--- src/core/pvsr_pkg.sv ---
// Package with offsets, field positions, reset values and carrier types of the vendor status registers.
package pvsr_pkg;

  localparam int unsigned ADDR_W = 5;
  localparam int unsigned DATA_W = 16;

  localparam logic [4:0] OFS_INT_MASK_STATUS = 5'h15;
  localparam logic [4:0] OFS_RX_ERR_COUNT    = 5'h16;
  localparam logic [4:0] OFS_DISC_COUNT      = 5'h17;
  localparam logic [4:0] OFS_STRAP_LATCH     = 5'h18;
  localparam logic [4:0] OFS_POWER_SAVING    = 5'h1d;

  localparam int unsigned BIT_IRQ_PENDING  = 15;
  localparam int unsigned BIT_DUPLEX_MASK  = 11;
  localparam int unsigned BIT_SPEED_MASK   = 10;
  localparam int unsigned BIT_LINK_MASK    = 9;
  localparam int unsigned BIT_MASTER_MASK  = 8;
  localparam int unsigned BIT_DUPLEX_CHG   = 4;
  localparam int unsigned BIT_SPEED_CHG    = 3;
  localparam int unsigned BIT_LINK_CHG     = 2;
  localparam int unsigned BIT_IRQ_STATUS   = 0;
  localparam int unsigned BIT_PREAMBLE_SEL = 11;
  localparam int unsigned BIT_TX_DRIVE_DIS = 9;

  localparam logic       MASK_RESET       = 1'b1;
  localparam logic       PSAVE_RESET      = 1'b0;
  localparam int unsigned RX_ERR_CNT_W    = 16;
  localparam int unsigned DISC_CNT_W      = 8;

  localparam logic [4:0] TRIM_NONE  = 5'h00;
  localparam logic [4:0] TRIM_SHORT = 5'h0a;
  localparam logic [4:0] TRIM_LONG  = 5'h14;

  typedef struct packed {
    logic              rd;
    logic              wr;
    logic [4:0]        addr;
    logic [15:0]       wdata;
  } pvsr_mgmt_req_s;

  typedef struct packed {
    logic duplex;
    logic speed;
    logic link;
  } pvsr_line_state_s;

  // Field order matches bit 15 down to bit 0 of the strap latch register.
  typedef struct packed {
    logic       led_style_pin;
    logic       irq_pin_strap;
    logic       cable_state_pin;
    logic       isolate_strap;
    logic       reduced_mii_strap;
    logic       serial_10m_strap;
    logic       repeater_strap;
    logic       test_mode_strap;
    logic [2:0] op_mode_strap;
    logic [4:0] phy_addr_strap;
  } pvsr_strap_s;

endpackage

--- src/core/pvsr_regs.sv ---
// Vendor interrupt, counter, strap latch and power saving registers of the transceiver.
//
// Summary of operation
// - Bit 15 mirrors status, cleared by read.
// - Duplex mask blocks duplex change interrupts.
// - Speed mask blocks speed change interrupts.
// - Link mask, bit 9, blocks link interrupts.
// - Master mask blocks every interrupt.
// - Duplex change flag latched until read.
// - Speed change flag latched until read.
// - Link change flag latched until read.
// - Status bit and pin follow unmasked flags.
// - Sixteen-bit receive error counter, clear on read.
// - Eight-bit disconnect counter, clear on read.
// - Bits 15..12 hold LED, irq, cable, isolate straps.
// - Bits 11..8 hold RMII, serial, repeater, test straps.
// - Bits 7..5 hold operating mode straps.
// - Bits 4..0 hold PHY address straps.
// - Preamble trimmed by 10 or 20 bits.
// - Drive reduced without link unless disabled.
// - 10M saving enable qualifies preamble trimming.
// - Preamble-normal control forbids any trimming.
`timescale 1ns/1ps
module pvsr_regs (
  input  wire logic                      clk,
  input  wire logic                      srst,
  input  wire pvsr_pkg::pvsr_mgmt_req_s  mgmt_req,
  output logic [15:0]                    mgmt_rdata,
  output logic                           mgmt_rvalid,
  input  wire pvsr_pkg::pvsr_line_state_s line_state,
  input  wire logic                      rx_error_seen,
  input  wire logic                      disconnect_seen,
  input  wire pvsr_pkg::pvsr_strap_s     strap_pins,
  input  wire logic                      tx_10m_saving_enable,
  input  wire logic                      preamble_normal,
  output logic                           mgmt_irq_pin_n,
  output logic [4:0]                     preamble_trim_bits,
  output logic                           tx_drive_reduce
);

  logic                       rd_int;
  logic                       wr_int;
  logic                       rd_rxerr;
  logic                       rd_disc;
  logic                       wr_psave;
  logic [15:0]                rxerr_count;
  logic [7:0]                 disc_count;

  pvsr_pkg::pvsr_line_state_s line_prev_r;
  logic [3:0]                 masks_r;
  logic [3:0]                 masks_nxt;
  logic [2:0]                 flags_r;
  logic [2:0]                 flags_nxt;
  logic [2:0]                 events;
  logic                       irq_stat_r;
  logic                       irq_stat_nxt;
  logic                       irq_pin_n_r;
  logic                       irq_pin_n_nxt;
  pvsr_pkg::pvsr_strap_s      strap_r;
  pvsr_pkg::pvsr_strap_s      strap_nxt;
  logic                       preamble_sel_r;
  logic                       preamble_sel_nxt;
  logic                       drive_dis_r;
  logic                       drive_dis_nxt;
  logic [15:0]                rdata_r;
  logic [15:0]                rdata_nxt;
  logic                       rvalid_r;
  logic                       rvalid_nxt;
  logic [4:0]                 trim_r;
  logic [4:0]                 trim_nxt;
  logic                       reduce_r;
  logic                       reduce_nxt;

  assign rd_int   = mgmt_req.rd && (mgmt_req.addr == pvsr_pkg::OFS_INT_MASK_STATUS);
  assign wr_int   = mgmt_req.wr && (mgmt_req.addr == pvsr_pkg::OFS_INT_MASK_STATUS);
  assign rd_rxerr = mgmt_req.rd && (mgmt_req.addr == pvsr_pkg::OFS_RX_ERR_COUNT);
  assign rd_disc  = mgmt_req.rd && (mgmt_req.addr == pvsr_pkg::OFS_DISC_COUNT);
  assign wr_psave = mgmt_req.wr && (mgmt_req.addr == pvsr_pkg::OFS_POWER_SAVING);

  pvsr_rc_counter #(
    .WIDTH (pvsr_pkg::RX_ERR_CNT_W)
  ) u_rxerr_cnt (
    .clk   (clk),
    .srst  (srst),
    .inc   (rx_error_seen),
    .clr   (rd_rxerr),
    .count (rxerr_count)
  );

  pvsr_rc_counter #(
    .WIDTH (pvsr_pkg::DISC_CNT_W)
  ) u_disc_cnt (
    .clk   (clk),
    .srst  (srst),
    .inc   (disconnect_seen),
    .clr   (rd_disc),
    .count (disc_count)
  );

  // Interrupt group: masks, latched change flags and the status bit.
  always_comb
  begin
    events    = {line_state.duplex ^ line_prev_r.duplex,
                 line_state.speed ^ line_prev_r.speed,
                 line_state.link ^ line_prev_r.link};
    masks_nxt = masks_r;
    if (wr_int)
    begin
      masks_nxt = {mgmt_req.wdata[pvsr_pkg::BIT_DUPLEX_MASK], mgmt_req.wdata[pvsr_pkg::BIT_SPEED_MASK],
                   mgmt_req.wdata[pvsr_pkg::BIT_LINK_MASK], mgmt_req.wdata[pvsr_pkg::BIT_MASTER_MASK]};
    end
    // A set in the clearing cycle wins, so no change is lost.
    flags_nxt    = (rd_int ? 3'h0 : flags_r) | events;
    irq_stat_nxt = !masks_nxt[0] &&
                   |(flags_nxt & ~masks_nxt[3:1]);
    // The pin has a flop of its own, so no gate sits between a register and the board.
    irq_pin_n_nxt = !irq_stat_nxt;
  end

  always_ff @(posedge clk)
  begin
    if (srst)
    begin
      // Loading the live state avoids a false change flag after reset.
      line_prev_r <= line_state;
      masks_r     <= {4{pvsr_pkg::MASK_RESET}};
      flags_r     <= 3'h0;
      irq_stat_r  <= 1'b0;
      irq_pin_n_r <= 1'b1;
    end
    else
    begin
      line_prev_r <= line_state;
      masks_r     <= masks_nxt;
      flags_r     <= flags_nxt;
      irq_stat_r  <= irq_stat_nxt;
      irq_pin_n_r <= irq_pin_n_nxt;
    end
  end

  // Straps are sampled on every clock while reset is held, so the last level before release stays.
  always_comb
  begin
    strap_nxt = srst ? strap_pins : strap_r;
  end

  always_ff @(posedge clk)
  begin
    strap_r <= strap_nxt;
  end

  // Power saving group and its outputs.
  always_comb
  begin
    preamble_sel_nxt = preamble_sel_r;
    drive_dis_nxt    = drive_dis_r;
    if (wr_psave)
    begin
      preamble_sel_nxt = mgmt_req.wdata[pvsr_pkg::BIT_PREAMBLE_SEL];
      drive_dis_nxt    = mgmt_req.wdata[pvsr_pkg::BIT_TX_DRIVE_DIS];
    end
    trim_nxt = pvsr_pkg::TRIM_NONE;
    if (tx_10m_saving_enable && !preamble_normal)
    begin
      trim_nxt = preamble_sel_r ? pvsr_pkg::TRIM_SHORT : pvsr_pkg::TRIM_LONG;
    end
    reduce_nxt = !drive_dis_r && !line_state.link;
  end

  always_ff @(posedge clk)
  begin
    if (srst)
    begin
      preamble_sel_r <= pvsr_pkg::PSAVE_RESET;
      drive_dis_r    <= pvsr_pkg::PSAVE_RESET;
      trim_r         <= pvsr_pkg::TRIM_NONE;
      reduce_r       <= 1'b0;
    end
    else
    begin
      preamble_sel_r <= preamble_sel_nxt;
      drive_dis_r    <= drive_dis_nxt;
      trim_r         <= trim_nxt;
      reduce_r       <= reduce_nxt;
    end
  end

  // Read path returns the value before any clearing effect of the same read.
  always_comb
  begin
    rdata_nxt = 16'h0000;
    unique case (mgmt_req.addr)
      pvsr_pkg::OFS_INT_MASK_STATUS:
      begin
        rdata_nxt[pvsr_pkg::BIT_IRQ_PENDING] = irq_stat_r;
        rdata_nxt[pvsr_pkg::BIT_DUPLEX_MASK] = masks_r[3];
        rdata_nxt[pvsr_pkg::BIT_SPEED_MASK]  = masks_r[2];
        rdata_nxt[pvsr_pkg::BIT_LINK_MASK]   = masks_r[1];
        rdata_nxt[pvsr_pkg::BIT_MASTER_MASK] = masks_r[0];
        rdata_nxt[pvsr_pkg::BIT_DUPLEX_CHG]  = flags_r[2];
        rdata_nxt[pvsr_pkg::BIT_SPEED_CHG]   = flags_r[1];
        rdata_nxt[pvsr_pkg::BIT_LINK_CHG]    = flags_r[0];
        rdata_nxt[pvsr_pkg::BIT_IRQ_STATUS]  = irq_stat_r;
      end
      pvsr_pkg::OFS_RX_ERR_COUNT:
      begin
        rdata_nxt = rxerr_count;
      end
      pvsr_pkg::OFS_DISC_COUNT:
      begin
        rdata_nxt = {8'h00, disc_count};
      end
      pvsr_pkg::OFS_STRAP_LATCH:
      begin
        rdata_nxt = strap_r;
      end
      pvsr_pkg::OFS_POWER_SAVING:
      begin
        rdata_nxt[pvsr_pkg::BIT_PREAMBLE_SEL] = preamble_sel_r;
        rdata_nxt[pvsr_pkg::BIT_TX_DRIVE_DIS] = drive_dis_r;
      end
      default:
      begin
        rdata_nxt = 16'h0000;
      end
    endcase
    // Between reads the last word stays on the bus.
    if (!mgmt_req.rd)
    begin
      rdata_nxt = rdata_r;
    end
    rvalid_nxt = mgmt_req.rd;
  end

  always_ff @(posedge clk)
  begin
    if (srst)
    begin
      rdata_r  <= 16'h0000;
      rvalid_r <= 1'b0;
    end
    else
    begin
      rdata_r  <= rdata_nxt;
      rvalid_r <= rvalid_nxt;
    end
  end

  assign mgmt_rdata         = rdata_r;
  assign mgmt_rvalid        = rvalid_r;
  assign mgmt_irq_pin_n     = irq_pin_n_r;
  assign preamble_trim_bits = trim_r;
  assign tx_drive_reduce    = reduce_r;

  AST_PENDING_MIRRORS: assert property (@(posedge clk) disable iff (srst)
    mgmt_rvalid && $past(rd_int) |-> mgmt_rdata[15] == mgmt_rdata[0])
    else $error("Pending bit differs from status bit.");

  AST_MASTER_BLOCKS: assert property (@(posedge clk) disable iff (srst)
    masks_r[0] |-> mgmt_irq_pin_n)
    else $error("Interrupt pin active with master mask set.");

  AST_DUPLEX_MASKED: assert property (@(posedge clk) disable iff (srst)
    masks_r[3] && flags_r[2] && !(flags_r[1] && !masks_r[2]) && !(flags_r[0] && !masks_r[1]) |-> !irq_stat_r)
    else $error("Interrupt raised by a masked duplex change.");

  AST_LINK_FLAG_SET: assert property (@(posedge clk) disable iff (srst)
    $changed(line_state.link) && !$past(srst) |=> flags_r[0])
    else $error("Link change not latched.");

  AST_FLAG_CLEARED: assert property (@(posedge clk) disable iff (srst)
    rd_int && events == 3'h0 |=> flags_r == 3'h0 && !irq_stat_r)
    else $error("Flags not cleared by read.");

  AST_PIN_RAISED: assert property (@(posedge clk) disable iff (srst)
    !masks_r[0] && !masks_r[1] && flags_r[0] && !rd_int && !wr_int |=> !mgmt_irq_pin_n)
    else $error("Unmasked flag did not raise the pin.");

  AST_DISC_UPPER_ZERO: assert property (@(posedge clk) disable iff (srst)
    mgmt_rvalid && $past(rd_disc) |-> mgmt_rdata[15:8] == 8'h00)
    else $error("Disconnect register upper bits not zero.");

  AST_RXERR_KEPT: assert property (@(posedge clk) disable iff (srst)
    rd_rxerr && rx_error_seen |=> rxerr_count == 16'h0001)
    else $error("Error counted during clearing read lost.");

  AST_LINK_KEPT: assert property (@(posedge clk) disable iff (srst)
    rd_int && events[0] |=> flags_r[0])
    else $error("Link change during clearing read lost.");

  AST_TRIM_VALUE: assert property (@(posedge clk) disable iff (srst)
    !srst && tx_10m_saving_enable && !preamble_normal && !preamble_sel_r |=> preamble_trim_bits == 5'h14)
    else $error("Long preamble trim not applied.");

  AST_TRIM_NORMAL: assert property (@(posedge clk) disable iff (srst)
    !srst && preamble_normal |=> preamble_trim_bits == 5'h00)
    else $error("Preamble trimmed while normal count is requested.");

  AST_DRIVE_REDUCE: assert property (@(posedge clk) disable iff (srst)
    !srst && !drive_dis_r && !line_state.link |=> tx_drive_reduce)
    else $error("Drive not reduced without link.");

  AST_STRAP_HELD: assert property (@(posedge clk) disable iff (srst)
    !$past(srst) |-> $stable(strap_r))
    else $error("Strap latch changed outside reset.");

endmodule

--- src/core/pvsr_rc_counter.sv ---
// Read-clearing event counter that saturates at its top value.
`timescale 1ns/1ps
module pvsr_rc_counter #(
  parameter int unsigned WIDTH = 16
) (
  input  wire logic             clk,
  input  wire logic             srst,
  input  wire logic             inc,
  input  wire logic             clr,
  output logic [WIDTH-1:0]      count
);

  logic [WIDTH-1:0] count_r;
  logic [WIDTH-1:0] count_nxt;

  // An increment in the clearing cycle is kept as the first count of the next period.
  always_comb
  begin
    count_nxt = count_r;
    if (clr)
    begin
      count_nxt = {{(WIDTH-1){1'b0}}, inc};
    end
    else if (inc && !(&count_r))
    begin
      count_nxt = count_r + {{(WIDTH-1){1'b0}}, 1'b1};
    end
  end

  always_ff @(posedge clk)
  begin
    if (srst)
    begin
      count_r <= '0;
    end
    else
    begin
      count_r <= count_nxt;
    end
  end

  assign count = count_r;

endmodule

--- config.mk ---
export PLATFORM = sky130hd
export DESIGN_NAME = pvsr_regs
export DESIGN_NICKNAME = d
export VERILOG_FILES = /design/src/core/pvsr_pkg.sv /design/src/core/pvsr_regs.sv /design/src/core/pvsr_rc_counter.sv
export SDC_FILE = /design/constraint.sdc
export NUM_CORES = 1
export LEC_CHECK = 0
export ABC_AREA = 1
export BUFFER_PORTS_ARGS = -buffer_cell sky130_fd_sc_hd__buf_2
export CORE_MARGIN = 2
export CORE_UTILIZATION = 30
export CTS_CLUSTER_DIAMETER = 100
export DETAILED_ROUTE_END_ITERATION = 8
export PLACE_DENSITY_LB_ADDON = 0.12
export REMOVE_ABC_BUFFERS = 1
export SYNTH_ARGS = -nofsm -noshare
export SYNTH_HDL_FRONTEND = slang
export SYNTH_HIERARCHICAL = 1
export SYNTH_SLANG_ARGS = --single-unit
--- constraint.sdc ---
create_clock -name clk -period 1.94 [get_ports clk]
set_input_delay 0.291 -clock clk [delete_from_list [all_inputs] [get_ports clk]]
set_output_delay 0.291 -clock clk [all_outputs]
set_load 0.01 [all_outputs]
Yosys cells after proc, flatten, opt, wreduce, memory -nomap -nowiden:

Index checks and enable logic that the tools add are counted.

* $add $sub $neg: 2
* eq/ne operators: 5
* multiplexer cells: 17
* bitwise gates (word level): 7
* reductions and logical operators: 25

Operators with widths (number)
* 5-bit equality test, second input constant: 5
* 16-bit by 1-bit adder with 16-bit output, second input constant: 1
* 16-bit AND reduction: 1
* 1-bit case mux with 3 select lines: 4
* 1-bit case mux with 4 select lines: 3
* 3-bit case mux with 4 select lines: 1
* 1-bit logical AND: 10
* 3-bit case mux with 3 select lines: 1
* 8-bit by 1-bit adder with 8-bit output, second input constant: 1
* 8-bit AND reduction: 1
* 1-bit logical NOT: 7
* 3-bit case mux with 2 select lines: 1
* 2-bit OR reduction: 3
* 5-bit 2-to-1 mux: 1
* 1-bit 2-to-1 mux: 4
* 4-bit 2-to-1 mux: 1
* 2-bit nonzero test: 2
* 3-bit AND: 1
* 3-bit 2-to-1 mux: 1
* 3-bit inverter: 1
* 3-bit OR: 1
* 3-bit OR reduction: 1
* 1-bit bitwise XOR: 3
* 1-bit inverter: 1

* register bits after elaboration: 77
* input bits: 48
* logic and storage cells: 83

Depth between registers and ports, before layout:

Gate-level depths: netlist of run 1.

* depth in word-level cells: 8
* mapped depth: 10
* mapped depth without buffers: 10

Modules after synthesis:

The synthesis of run 1 kept the hierarchy.

By module, submodules not included
* pvsr_regs: instances 1, cells an instance 277, area an instance 2237.1 um^2
* pvsr_rc_counter at u_rxerr_cnt: instances 1, cells an instance 141, area an instance 903.4 um^2
* pvsr_rc_counter at u_disc_cnt: instances 1, cells an instance 73, area an instance 489.2 um^2

Least setup slack after synthesis of run 1:

Ideal clock, no wire load.

* kind: flip-flop to flip-flop
* start: register u_rxerr_cnt.count_r[0] (netlist: u_rxerr_cnt/count[0])
* end: register u_rxerr_cnt.count_r[2] (netlist: u_rxerr_cnt/count[2])
* setup time: 115 ps
* data arrival time: 1318 ps
* setup slack: 507 ps
* cell stages (with the launch flop): 10
* period minus slack after synthesis: 1433 ps
* cell sequence: dfxtp_1 -> ha_1 -> inv_1 -> nor2_4 -> nand2_2 -> nand2_4 -> nand2_4 -> buf_6 -> a21oi_1 -> nor2_1

* word-level cells in the longest chain between the ends: 3
* elaborated cells on any way between the ends: 4
* classes of those cells: 1 x add/sub; 3 x reduce/logical

Ends and longest elaborated chain
* from (decl): RTL line pvsr_rc_counter.sv:13 `logic [WIDTH-1:0] count_r;`
* from (signal assigned): RTL line pvsr_rc_counter.sv:38 `count_r <= count_nxt;`
* parallel branches: the longest is 3 deep, another holds 16-bit by 1-bit adder with 16-bit output

Several ways; the timed one is not identified.
A chain may end at the register's enable or synchronous reset.

Worst setup path after layout of run 1:

* start: register u_rxerr_cnt.count_r[1] (netlist: u_rxerr_cnt/count[1])
* end: register u_rxerr_cnt.count_r[9] (netlist: u_rxerr_cnt/count[9])

The elaborated chain is that of the path after synthesis.

==> qor.yml, run 1 <==
tightest_slew_ns: 0.950
place.gp.congestion: 0.783
wirelength_um: 9200
p_leak_nw: 1.92
power_frac_clock_pct: 43.3
end_kind: "flop"
cts_sinks: 74
sequentialPowerShare_pct: 49.0
combPwrFrac_pct: 7.8
fin_nets: 610
postSynthAreaPerCell_um2: 7.39
crit_fanout: 23
worstReg2RegStart: "u_rxerr_cnt/count[1]$_SDFFE_PP0P_"
route.detailed.drc: 0
first_iter_violations: 128
detail_route.wl_per_cell_um: 12.9
cts.htree.levels: 3
rsz0062_at_grt: "no"
timing.final.crit_share_pct: 88.8
clockBufferDepth: 2
fmax_mhz: 581
die_area_um2: 13000
reg2reg_to: "u_rxerr_cnt/count[9]$_SDFFE_PP0P_"
antenna_cells: 0
dpl.cell_count: 696
track_usage_pct: 15.1
netlist.area_leader.share_pct: 32.0
hpwl_um: 6970
clk_latency_ns: 0.33
power_mw: 3.38
antenna_found_initial: 0
synth_edf_count: 16
gr-total-overflow: 0
cp_num_cells: 10
slowest_delay_ns: 0.39
tritoncts: "done"
post-cts-setup-buffer-count: 0
critical_path.slowest_cell: "dfxtp_1"
p_sw_uw: 799
peakVddDrop_uv: 316
tns_ns: 0
final_cells: 712
root_buffer: "clkbuf_16"
skew_ns: 0.00870
hold_violations: 0
ant_nets: 0
synthArstFlopShare_pct: 0
crit_path_frequent_cell: "nand2_1"
cts_resized: 0
n_fill_cell: 1280
cts_inserted_buffers: 9
fp-row-count: 40
vias: 3251
p_per_area_nw_per_um2: 774
yosys-top-cells-count: "nand2_1, dfxtp_1, nor2_1"
clk_pin_slew_ns: 0.06
r2r_setup_slack_ns: 0.22
die_y_um: 114
netlist-cell-type-count: 32
finalSetupViolCount: 0
r2r.worst_path.cells: 10
grt_max_degree: 24
internal-power_mw: 2.58
cts_hold_buf: 0
floorplan.initialDensity_pct: 30.5
yosysMostFrequentCell: "nand2_1"
grt_pass1_wl_um: 15400
ys.flop_type: "dfxtp_1"
dr.pass1.iters: 4
arrival_ns: 1.95
pin_count: 72
worstSetupPathType: "flop to flop"
min_path_type: "input pin to flop"
max_slew_margin_pct: 36.4
worst_ep_required_time_ns: 2.17
p_sw_share_pct: 23.7
netlist_area_um2: 3630
drive_above_1_share_pct: 20.9
synth-seq-cells: 74
path_buf_inv: 1
syn_to_final_growth_pct: 20.2
synth_area_leaders: "dfxtp_1, nand2_1, edfxtp_1"
synth-seq-area-share_pct: 45.2
report.final.slew_viol_count: 0
period_needed_ns: 1.72
holdPathStages: 1
cp-start-kind: "flop"
numPortBuffers: 58
crit_path_end: "u_rxerr_cnt/count[9]$_SDFFE_PP0P_"
cap_violations: 0
die_x_um: 114
path_cells: "ha_1 -> inv_1 -> nor2_4 -> nand2_2 -> nand2_4 -> nand2_4 -> nand2_1 -> nand2_1 -> nand2_1 -> nor2_1"
grt_pass1_vias: 3219
via_per_inst: 4.57
syn_inst: 491
synth_top_cell_by_area: "dfxtp_1"
startpoint: "u_rxerr_cnt/count[1]$_SDFFE_PP0P_"
outcome: "completed"
core-area_um2: 11900
crit_family: "simple AND/OR/NAND/NOR gates"
synth_warnings: 6
-- logic make-up after synthesis --
logic type	Yosys count	synth area share [%]
compound gates	47	6.76
xor+xnor	5	1.21
fa+ha+maj	2	0.689
buf+inv	70	8.69
flops	74	45.2
other cells	1	0.103
simple gates	292	37.3
-- power by group through the flow --
stage	Combinational [mW]	Sequential, mW	Clock [mW]
3_5_place_dp	0.266	1.69	0
2_1_floorplan	0.119	1.68	0
6_report	0.262	1.65	1.46
3_3_place_gp	0.264	1.69	0
5_1_grt	0.297	1.66	1.58
4_1_cts	0.267	1.65	1.51
-- worst min-delay path by stage --
| stage | from | endpoint |
|---|---|---|
| floorplan | line_state[0] | line_prev_r[0]$_DFF_P_ |
| global placement | line_state[1] | line_prev_r[1]$_DFF_P_ |
| detailed placement | line_state[1] | line_prev_r[1]$_DFF_P_ |
| CTS | line_state[1] | line_prev_r[1]$_DFF_P_ |
| global route | line_state[2] | line_prev_r[2]$_DFF_P_ |
| finish | line_state[1] | line_prev_r[1]$_DFF_P_ |
-- area by class of cell --
type                            instances  area [um^2]  area share (%)
Multi-Input combinational cell        347         1670            38.3
Sequential cell                        74         1640            37.6
Timing Repair Buffer                   73          403            9.23
Clock buffer                           12          236            5.42
Inverter                               55          206            4.73
Clock inverter                          4         18.8           0.430
Tap cell                              147          184            4.22
-- layer usage --
metal,track usage (%),wire [um],vias to the layer above
met2,24.1,4300,51
met5,0,0,-
met1,20.1,4580,1479
li1,-,-,1714
met3,2.87,221,7
met4,5.93,91,0
-- state kept, by name (all words and copies together) (netlist names), 2 cells and up --
register / count
flags_r: 3
u_disc_cnt/count: 8
line_prev_r: 3
mgmt_rdata: 16
preamble_trim_bits: 2
masks_r: 4
u_rxerr_cnt/count: 16
strap_r: 16
-- placed cells by master (no fill, tap or decap), types with 6 or more instances in the layout --
master,netlist,routed
a21oi_1,35,35
buf_2,4,58
o21ai_1,6,6
buf_4,6,15
inv_1,49,49
nand2_2,6,6
edfxtp_1,16,16
nor2_4,6,6
nand2_1,145,145
nor3_1,6,6
dfxtp_1,58,58
clkbuf_16,0,9
nor2_1,54,54
nand4_1,20,20
nand3_1,38,38
-- per-stage QoR --
| step | setup slack (ns) | area (um^2) | hold WS (ns) | utilization, % |
|---|---|---|---|---|
| 2_1_floorplan | 0.518 | 3520 | 0.319 | - |
| 6_report | 0.218 | 4360 | 0.0808 | 36.6 |
| 3_5_place_dp | 0.0369 | 4110 | 0.422 | 34.5 |
| 3_3_place_gp | 0.0503 | 4110 | 0.420 | 34.5 |
| 4_1_cts | 0.215 | 4360 | 0.0707 | 36.6 |
| 5_1_grt | 0.0191 | 4360 | 0.0750 | 36.6 |
No activity file was read; power rests on OpenSTA's default activity.
==> run 2: changes to the inputs <==
- CORE_UTILIZATION: 30 -> 25
==> run 2 against run 1 <==
Net effect:
- power grew 16%
- first-iteration DRC count shrank 21%
- sequential cell count is the same
- via count grew 0.68%
- non-clock buffer count grew 1
- die area grew 19%
- largest cell class unchanged
- combinational power grew 4%
- routed wire length grew 8.6%
- hold slack gained 0.0035 ns
- cell count grew 5.3%
==> qor.yml, run 2 (synthesis results as in run 1) <==
outcome: "completed"
grt_pass1_vias: 3265  # +1.4%
die_x_um: 124  # +9.2%
regArea_um2: 1640  # unchanged
highest_layer: "met4"
track_usage_pct: 13.2  # -1.8 points
grt_max_degree: 29  # +21%
antenna_cells: 0  # unchanged
cts_hold_buf: 0  # unchanged
hpwl_um: 7400  # +6.2%
multi_input_comb_area_um2: 1670  # unchanged
worst_ep_required_time_ns: 2.18  # about the same
tightest_slew_ns: 0.972  # +0.0216 ns
root_buffer: "clkbuf_16"
route.detailed.drc: 0  # unchanged
cp-start-kind: "flop"
finalSetupViolCount: 0  # unchanged
cts_sinks: 74  # unchanged
crit_path_end: "u_rxerr_cnt/count[9]$_SDFFE_PP0P_"
clockBufferDepth: 2  # unchanged
die_y_um: 124  # +9.2%
report.final.slew_viol_count: 0  # unchanged
met1Wirelength_um: 4960  # +8.3%
hold_violations: 0  # unchanged
cts.htree.levels: 3  # unchanged
wl_met3_um: 358  # +62%
r2r.worst_path.cells: 10  # unchanged
p_leak_nw: 1.97  # +3.0%
tns_ns: 0  # unchanged
p_per_area_nw_per_um2: 866  # +12%
pin_count: 72  # unchanged
vias: 3273  # +0.68%
worstSetupPathType: "flop to flop"
reg2reg_to: "u_rxerr_cnt/count[9]$_SDFFE_PP0P_"
layout_common_cells: "nand2_1, dfxtp_1, buf_2, nor2_1, inv_1"
syn_to_final_growth_pct: 24.8
power_mw: 3.92  # +16%
end_kind: "flop"
first_iter_violations: 101  # -21%
grt_pass1_wl_um: 16400  # +6.7%
fmax_mhz: 627  # +8.0%
crit_path_frequent_cell: "nand2_1"
cts_resized: 0  # unchanged
crit_fanout: 23  # unchanged
n_fill_cell: 1575  # +23%
skew_ns: 0.00931  # +0.000603 ns
arrival_ns: 1.83  # -0.12 ns
clk_latency_ns: 0.34  # about the same
peakVddDrop_uv: 326  # +3.2%
final_common_cell: "nand2_1"
dr.pass1.iters: 4  # unchanged
period_needed_ns: 1.59  # -0.128 ns
numPortBuffers: 58  # unchanged
place.gp.congestion: 0.750  # -4.2%
cts_inserted_buffers: 9  # unchanged
floorplan.initialDensity_pct: 25.3  # -5.2 points
tritoncts: "done"
slowest_delay_ns: 0.34  # -0.05 ns
gr-total-overflow: 0  # unchanged
die_area_um2: 15500  # +19%
rsz0062_at_grt: "no"
post-cts-setup-buffer-count: 0  # unchanged
antenna_found_initial: 0  # unchanged
via_per_inst: 4.36  # -4.4%
r2r_setup_slack_ns: 0.35  # +0.13 ns
startpoint: "u_rxerr_cnt/count[0]$_SDFFE_PP0P_"
critical_path.slowest_cell: "dfxtp_1"
drive_above_1_share_pct: 21.6  # +0.67 points
fp-row-count: 44  # +10%
core-area_um2: 14400  # +21%
timing.final.crit_share_pct: 82.2  # -6.6 points
cap_violations: 0  # unchanged
path_cells: "ha_1 -> inv_1 -> nor2_4 -> nand2_2 -> nand2_4 -> nand2_4 -> nand2_1 -> nand2_1 -> nand2_1 -> nor2_1"
detail_route.wl_per_cell_um: 13.3  # +3.1%
fin_nets: 611  # +0.16%
max_slew_margin_pct: 35.0  # -1.4 points
clk_pin_slew_ns: 0.06  # about the same
worstReg2RegStart: "u_rxerr_cnt/count[0]$_SDFFE_PP0P_"
ant_nets: 0  # unchanged
wirelength_um: 9990  # +8.6%
min_path_type: "input pin to flop"
dr_wl_met2_um: 4560  # +5.9%
==> run 2: worst min path at each step <==
| stage | startpoint | endpoint | slack, ns | cells after the start |
|---|---|---|---|---|
| 6_report | line_state[2] | line_prev_r[2]$_DFF_P_ | 0.08 | 1 |
| 5_1_grt | line_state[2] | line_prev_r[2]$_DFF_P_ | 0.08 | 1 |
| 4_1_cts | line_state[2] | line_prev_r[2]$_DFF_P_ | 0.07 | 1 |
| 3_5_place_dp | line_state[2] | line_prev_r[2]$_DFF_P_ | 0.42 | 1 |
| 3_3_place_gp | line_state[2] | line_prev_r[2]$_DFF_P_ | 0.42 | 1 |
| 2_1_floorplan | line_state[0] | line_prev_r[0]$_DFF_P_ | 0.32 | 0 |
==> run 2: worst max-delay path, delay by kind of cell, from the launching register on <==
family / cells / cell delay, ns
adder cells (fa/ha/maj): 1 / 0.23
buffers and inverters: 1 / 0.09
flip-flops: 1 / 0.34
AND/OR/NAND/NOR: 8 / 0.82
==> run 2: power by group <==
part	switching, mW	leakage (nW)	internal (mW)
Sequential	0.0236	0.628	1.63
Clock	0.664	0.175	1.33
Combinational	0.174	1.17	0.0984
Total	0.862	1.97	3.06
==> run 2: routing by layer <==
metal  global-route usage [%]  up-vias
met2                     20.8       58
met3                     2.75        7
li1                         -     1722
met1                     18.3     1486
met4                     4.10        0
met5                        0        -
==> run 2: final cells by class <==
type | count | share of cell area [%]
Multi-Input combinational cell | 347 | 36.9
Sequential cell | 74 | 36.3
Tap cell | 184 | 5.08
Inverter | 55 | 4.56
Clock buffer | 11 | 5.61
Timing Repair Buffer | 74 | 9.34
Clock inverter | 5 | 2.21
==> run 2: per-stage QoR <==
step	cells	setup slack, ns	util, %	hold slack [ns]	area, um^2
6_report	750	0.346	31.5	0.0843	4530
5_1_grt	750	0.179	31.5	0.0805	4530
4_1_cts	750	0.336	31.5	0.0733	4530
3_5_place_dp	734	0.00719	29.0	0.422	4170
3_3_place_gp	734	0.0433	29.0	0.421	4170
2_1_floorplan	476	0.518	-	0.319	3520
==> run 3: changes to the inputs <==
- clock period: 1.94 -> 1.4 ns (I/O delays scaled with it)
==> run 3 against run 2 <==
Net effect:
- combinational power increased by 64%
- sequential cell count unchanged
- routed wire length increased by 3.4%
- cell count increased by 4.9%
- hold slack got worse by 0.042 ns
- sequential share of layout area decreased by 2.2 points
- via count increased by 4.0%
- non-clock buffer count increased by 35
- critical path type unchanged
==> qor.yml, run 3 (synthesis results as in run 1) <==
antenna_cells: 0  # unchanged
floorplan.initialDensity_pct: 25.3  # unchanged
n_fill_cell: 1560  # -0.95%
worst_ep_required_time_ns: 1.66  # -0.52 ns
p_per_area_nw_per_um2: 1000  # +16%
fp-row-count: 44  # unchanged
grt_max_degree: 40  # +38%
vias: 3404  # +4.0%
hpwl_um: 7570  # +2.2%
slowest_delay_ns: 0.35  # about the same
peakVddDrop_uv: 503  # +54%
cp-start-kind: "flop"
route.detailed.drc: 0  # unchanged
place_worst_setup_slack_ns: -0.361  # -0.368 ns
hold_violations: 0  # unchanged
pin_count: 72  # unchanged
tightest_slew_ns: 0.609  # -0.363 ns
die_x_um: 124  # unchanged
first_iter_violations: 132  # +31%
detail_route.wl_per_cell_um: 13.1  # -1.4%
outcome: "completed"
worstSetupPathType: "flop to flop"
gr-total-overflow: 0  # unchanged
fmax_mhz: 759  # +21%
final_core_util_pct: 33.8  # +2.2 points
path_cells: "ha_4 -> inv_1 -> nor2_4 -> nand2_4 -> nand2_8 -> buf_6 -> nand3_1 -> a21oi_1"
min_path_type: "input pin to flop"
ant_nets: 0  # unchanged
critical_path.slowest_cell: "dfxtp_2"
dr.pass1.iters: 4  # unchanged
clockBufferDepth: 2  # unchanged
wirelength_um: 10300  # +3.4%
max_slew_margin_pct: 59.4  # +24 points
setup_ws_ns: 0.0822  # -0.263 ns
end_kind: "flop"
fin_nets: 648  # +6.1%
cts_sinks: 74  # unchanged
p_leak_nw: 2.15  # +8.9%
report.final.slew_viol_count: 0  # unchanged
cap_violations: 0  # unchanged
finalSetupViolCount: 0  # unchanged
path_buf_inv: 2  # +1
clk_pin_slew_ns: 0.06  # about the same
syn_to_final_growth_pct: 33.6
grt_pass1_vias: 3315  # +1.5%
cts.htree.levels: 3  # unchanged
tns_ns: 0  # unchanged
core-area_um2: 14400  # unchanged
clk_latency_ns: 0.34  # about the same
tritoncts: "done"
layout_common_cells: "nand2_1, buf_2, dfxtp_1, inv_1, nor2_1"
cts_inserted_buffers: 9  # unchanged
arrival_ns: 1.58  # -0.25 ns
timing.final.crit_share_pct: 94.1  # +12 points
place.gp.congestion: 0.806  # +7.4%
die_area_um2: 15500  # unchanged
via_per_inst: 4.33  # -0.89%
die_y_um: 124  # unchanged
drive_above_1_share_pct: 29.2  # +7.6 points
grt_pass1_wl_um: 16600  # +0.96%
crit_fanout: 4  # -83%
final_common_cell: "nand2_1"
track_usage_pct: 13.6  # +0.36 points
numPortBuffers: 58  # unchanged
period_needed_ns: 1.32  # -0.277 ns
crit_family: "simple AND/OR/NAND/NOR gates"
antenna_found_initial: 0  # unchanged
skew_ns: 0.00497  # -0.00434 ns
rsz0062_at_grt: "no"
root_buffer: "clkbuf_16"
run 3: changes by cell type in the layout (fill, tap and decap cells not counted), moves of 6 or more:
cell	previous run	this run
dfxtp_1	58	50
buf_4	15	46
dfxtp_2	0	8
nor2_1	54	48
run 3: metrics by stage:
step | power (mW) | hold WS (ns) | instance area [um^2] | std cells
2_1_floorplan | 2.50 | 0.238 | 3520 | 476
3_3_place_gp | 2.75 | 0.340 | 4410 | 765
3_5_place_dp | 2.75 | 0.344 | 4410 | 765
4_1_cts | 4.94 | 0.00305 | 4710 | 783
5_1_grt | 5.13 | 0.0240 | 4850 | 787
6_report | 4.87 | 0.0422 | 4850 | 787
run 3: cell type report:
class / count / area, um^2 / area share, %
repair buffers: 109 / 697 / 14.4
multi-input cells: 349 / 1790 / 36.9
clock inverters: 5 / 30.0 / 0.619
inverters: 55 / 206 / 4.26
well taps: 184 / 230 / 4.75
clock buffers: 11 / 243 / 5.01
flip-flops and latches: 74 / 1650 / 34.1
run 3: worst paths after layout:
path                                     startpoint                            endpoint  slack [ns]  depth (start not counted)
hold reg to reg         preamble_sel_r$_SDFFE_PP0P_    preamble_trim_bits[2]$_SDFF_PP0_        0.44                          1
hold / removal                       strap_pins[10]               strap_r[10]$_DFFE_PP_        0.04                          1
setup / recovery  u_rxerr_cnt/count[1]$_SDFFE_PP0P_  u_rxerr_cnt/count[10]$_SDFFE_PP0P_        0.08                          8
setup reg to reg  u_rxerr_cnt/count[1]$_SDFFE_PP0P_  u_rxerr_cnt/count[10]$_SDFFE_PP0P_        0.08                          8
run 3: timing repair:
action                                 4_1_cts  5_1_grt
endpoints found under the hold margin        2        1
setup endpoints to repair                   13       17
pin swaps                                    0       11
hold buffers                                 2        1
resized for setup                            3       27
gates cloned                                 0        2
buffers inserted                             0        1
run 3: worst reg2reg max path, delay by kind of cell, from the launching register on:
| kind | cells | cell delay, ns |
|---|---|---|
| simple gates | 4 | 0.42 |
| fa+ha+maj | 1 | 0.14 |
| buf+inv | 2 | 0.18 |
| flops | 1 | 0.35 |
| compound gates | 1 | 0.15 |
run 3: report_power, final:
group | internal (mW) | switching, mW | total, mW | leakage, nW
Clock | 1.24 | 0.898 | 2.14 | 0.131
Combinational | 0.177 | 0.270 | 0.447 | 1.39
Sequential | 2.26 | 0.0308 | 2.29 | 0.632
run 3: metal layers:
layer / vias to the layer above / GRT usage (%) / wire length (um) / part of all wire [%]
met2: 53 / 20.9 / 4630 / 45
met5: - / 0 / 0 / 0
li1: 1792 / - / - / -
met3: 6 / 3.44 / 268 / 2.6
met1: 1553 / 18.4 / 5330 / 52
met4: 0 / 4.96 / 99 / 0.96
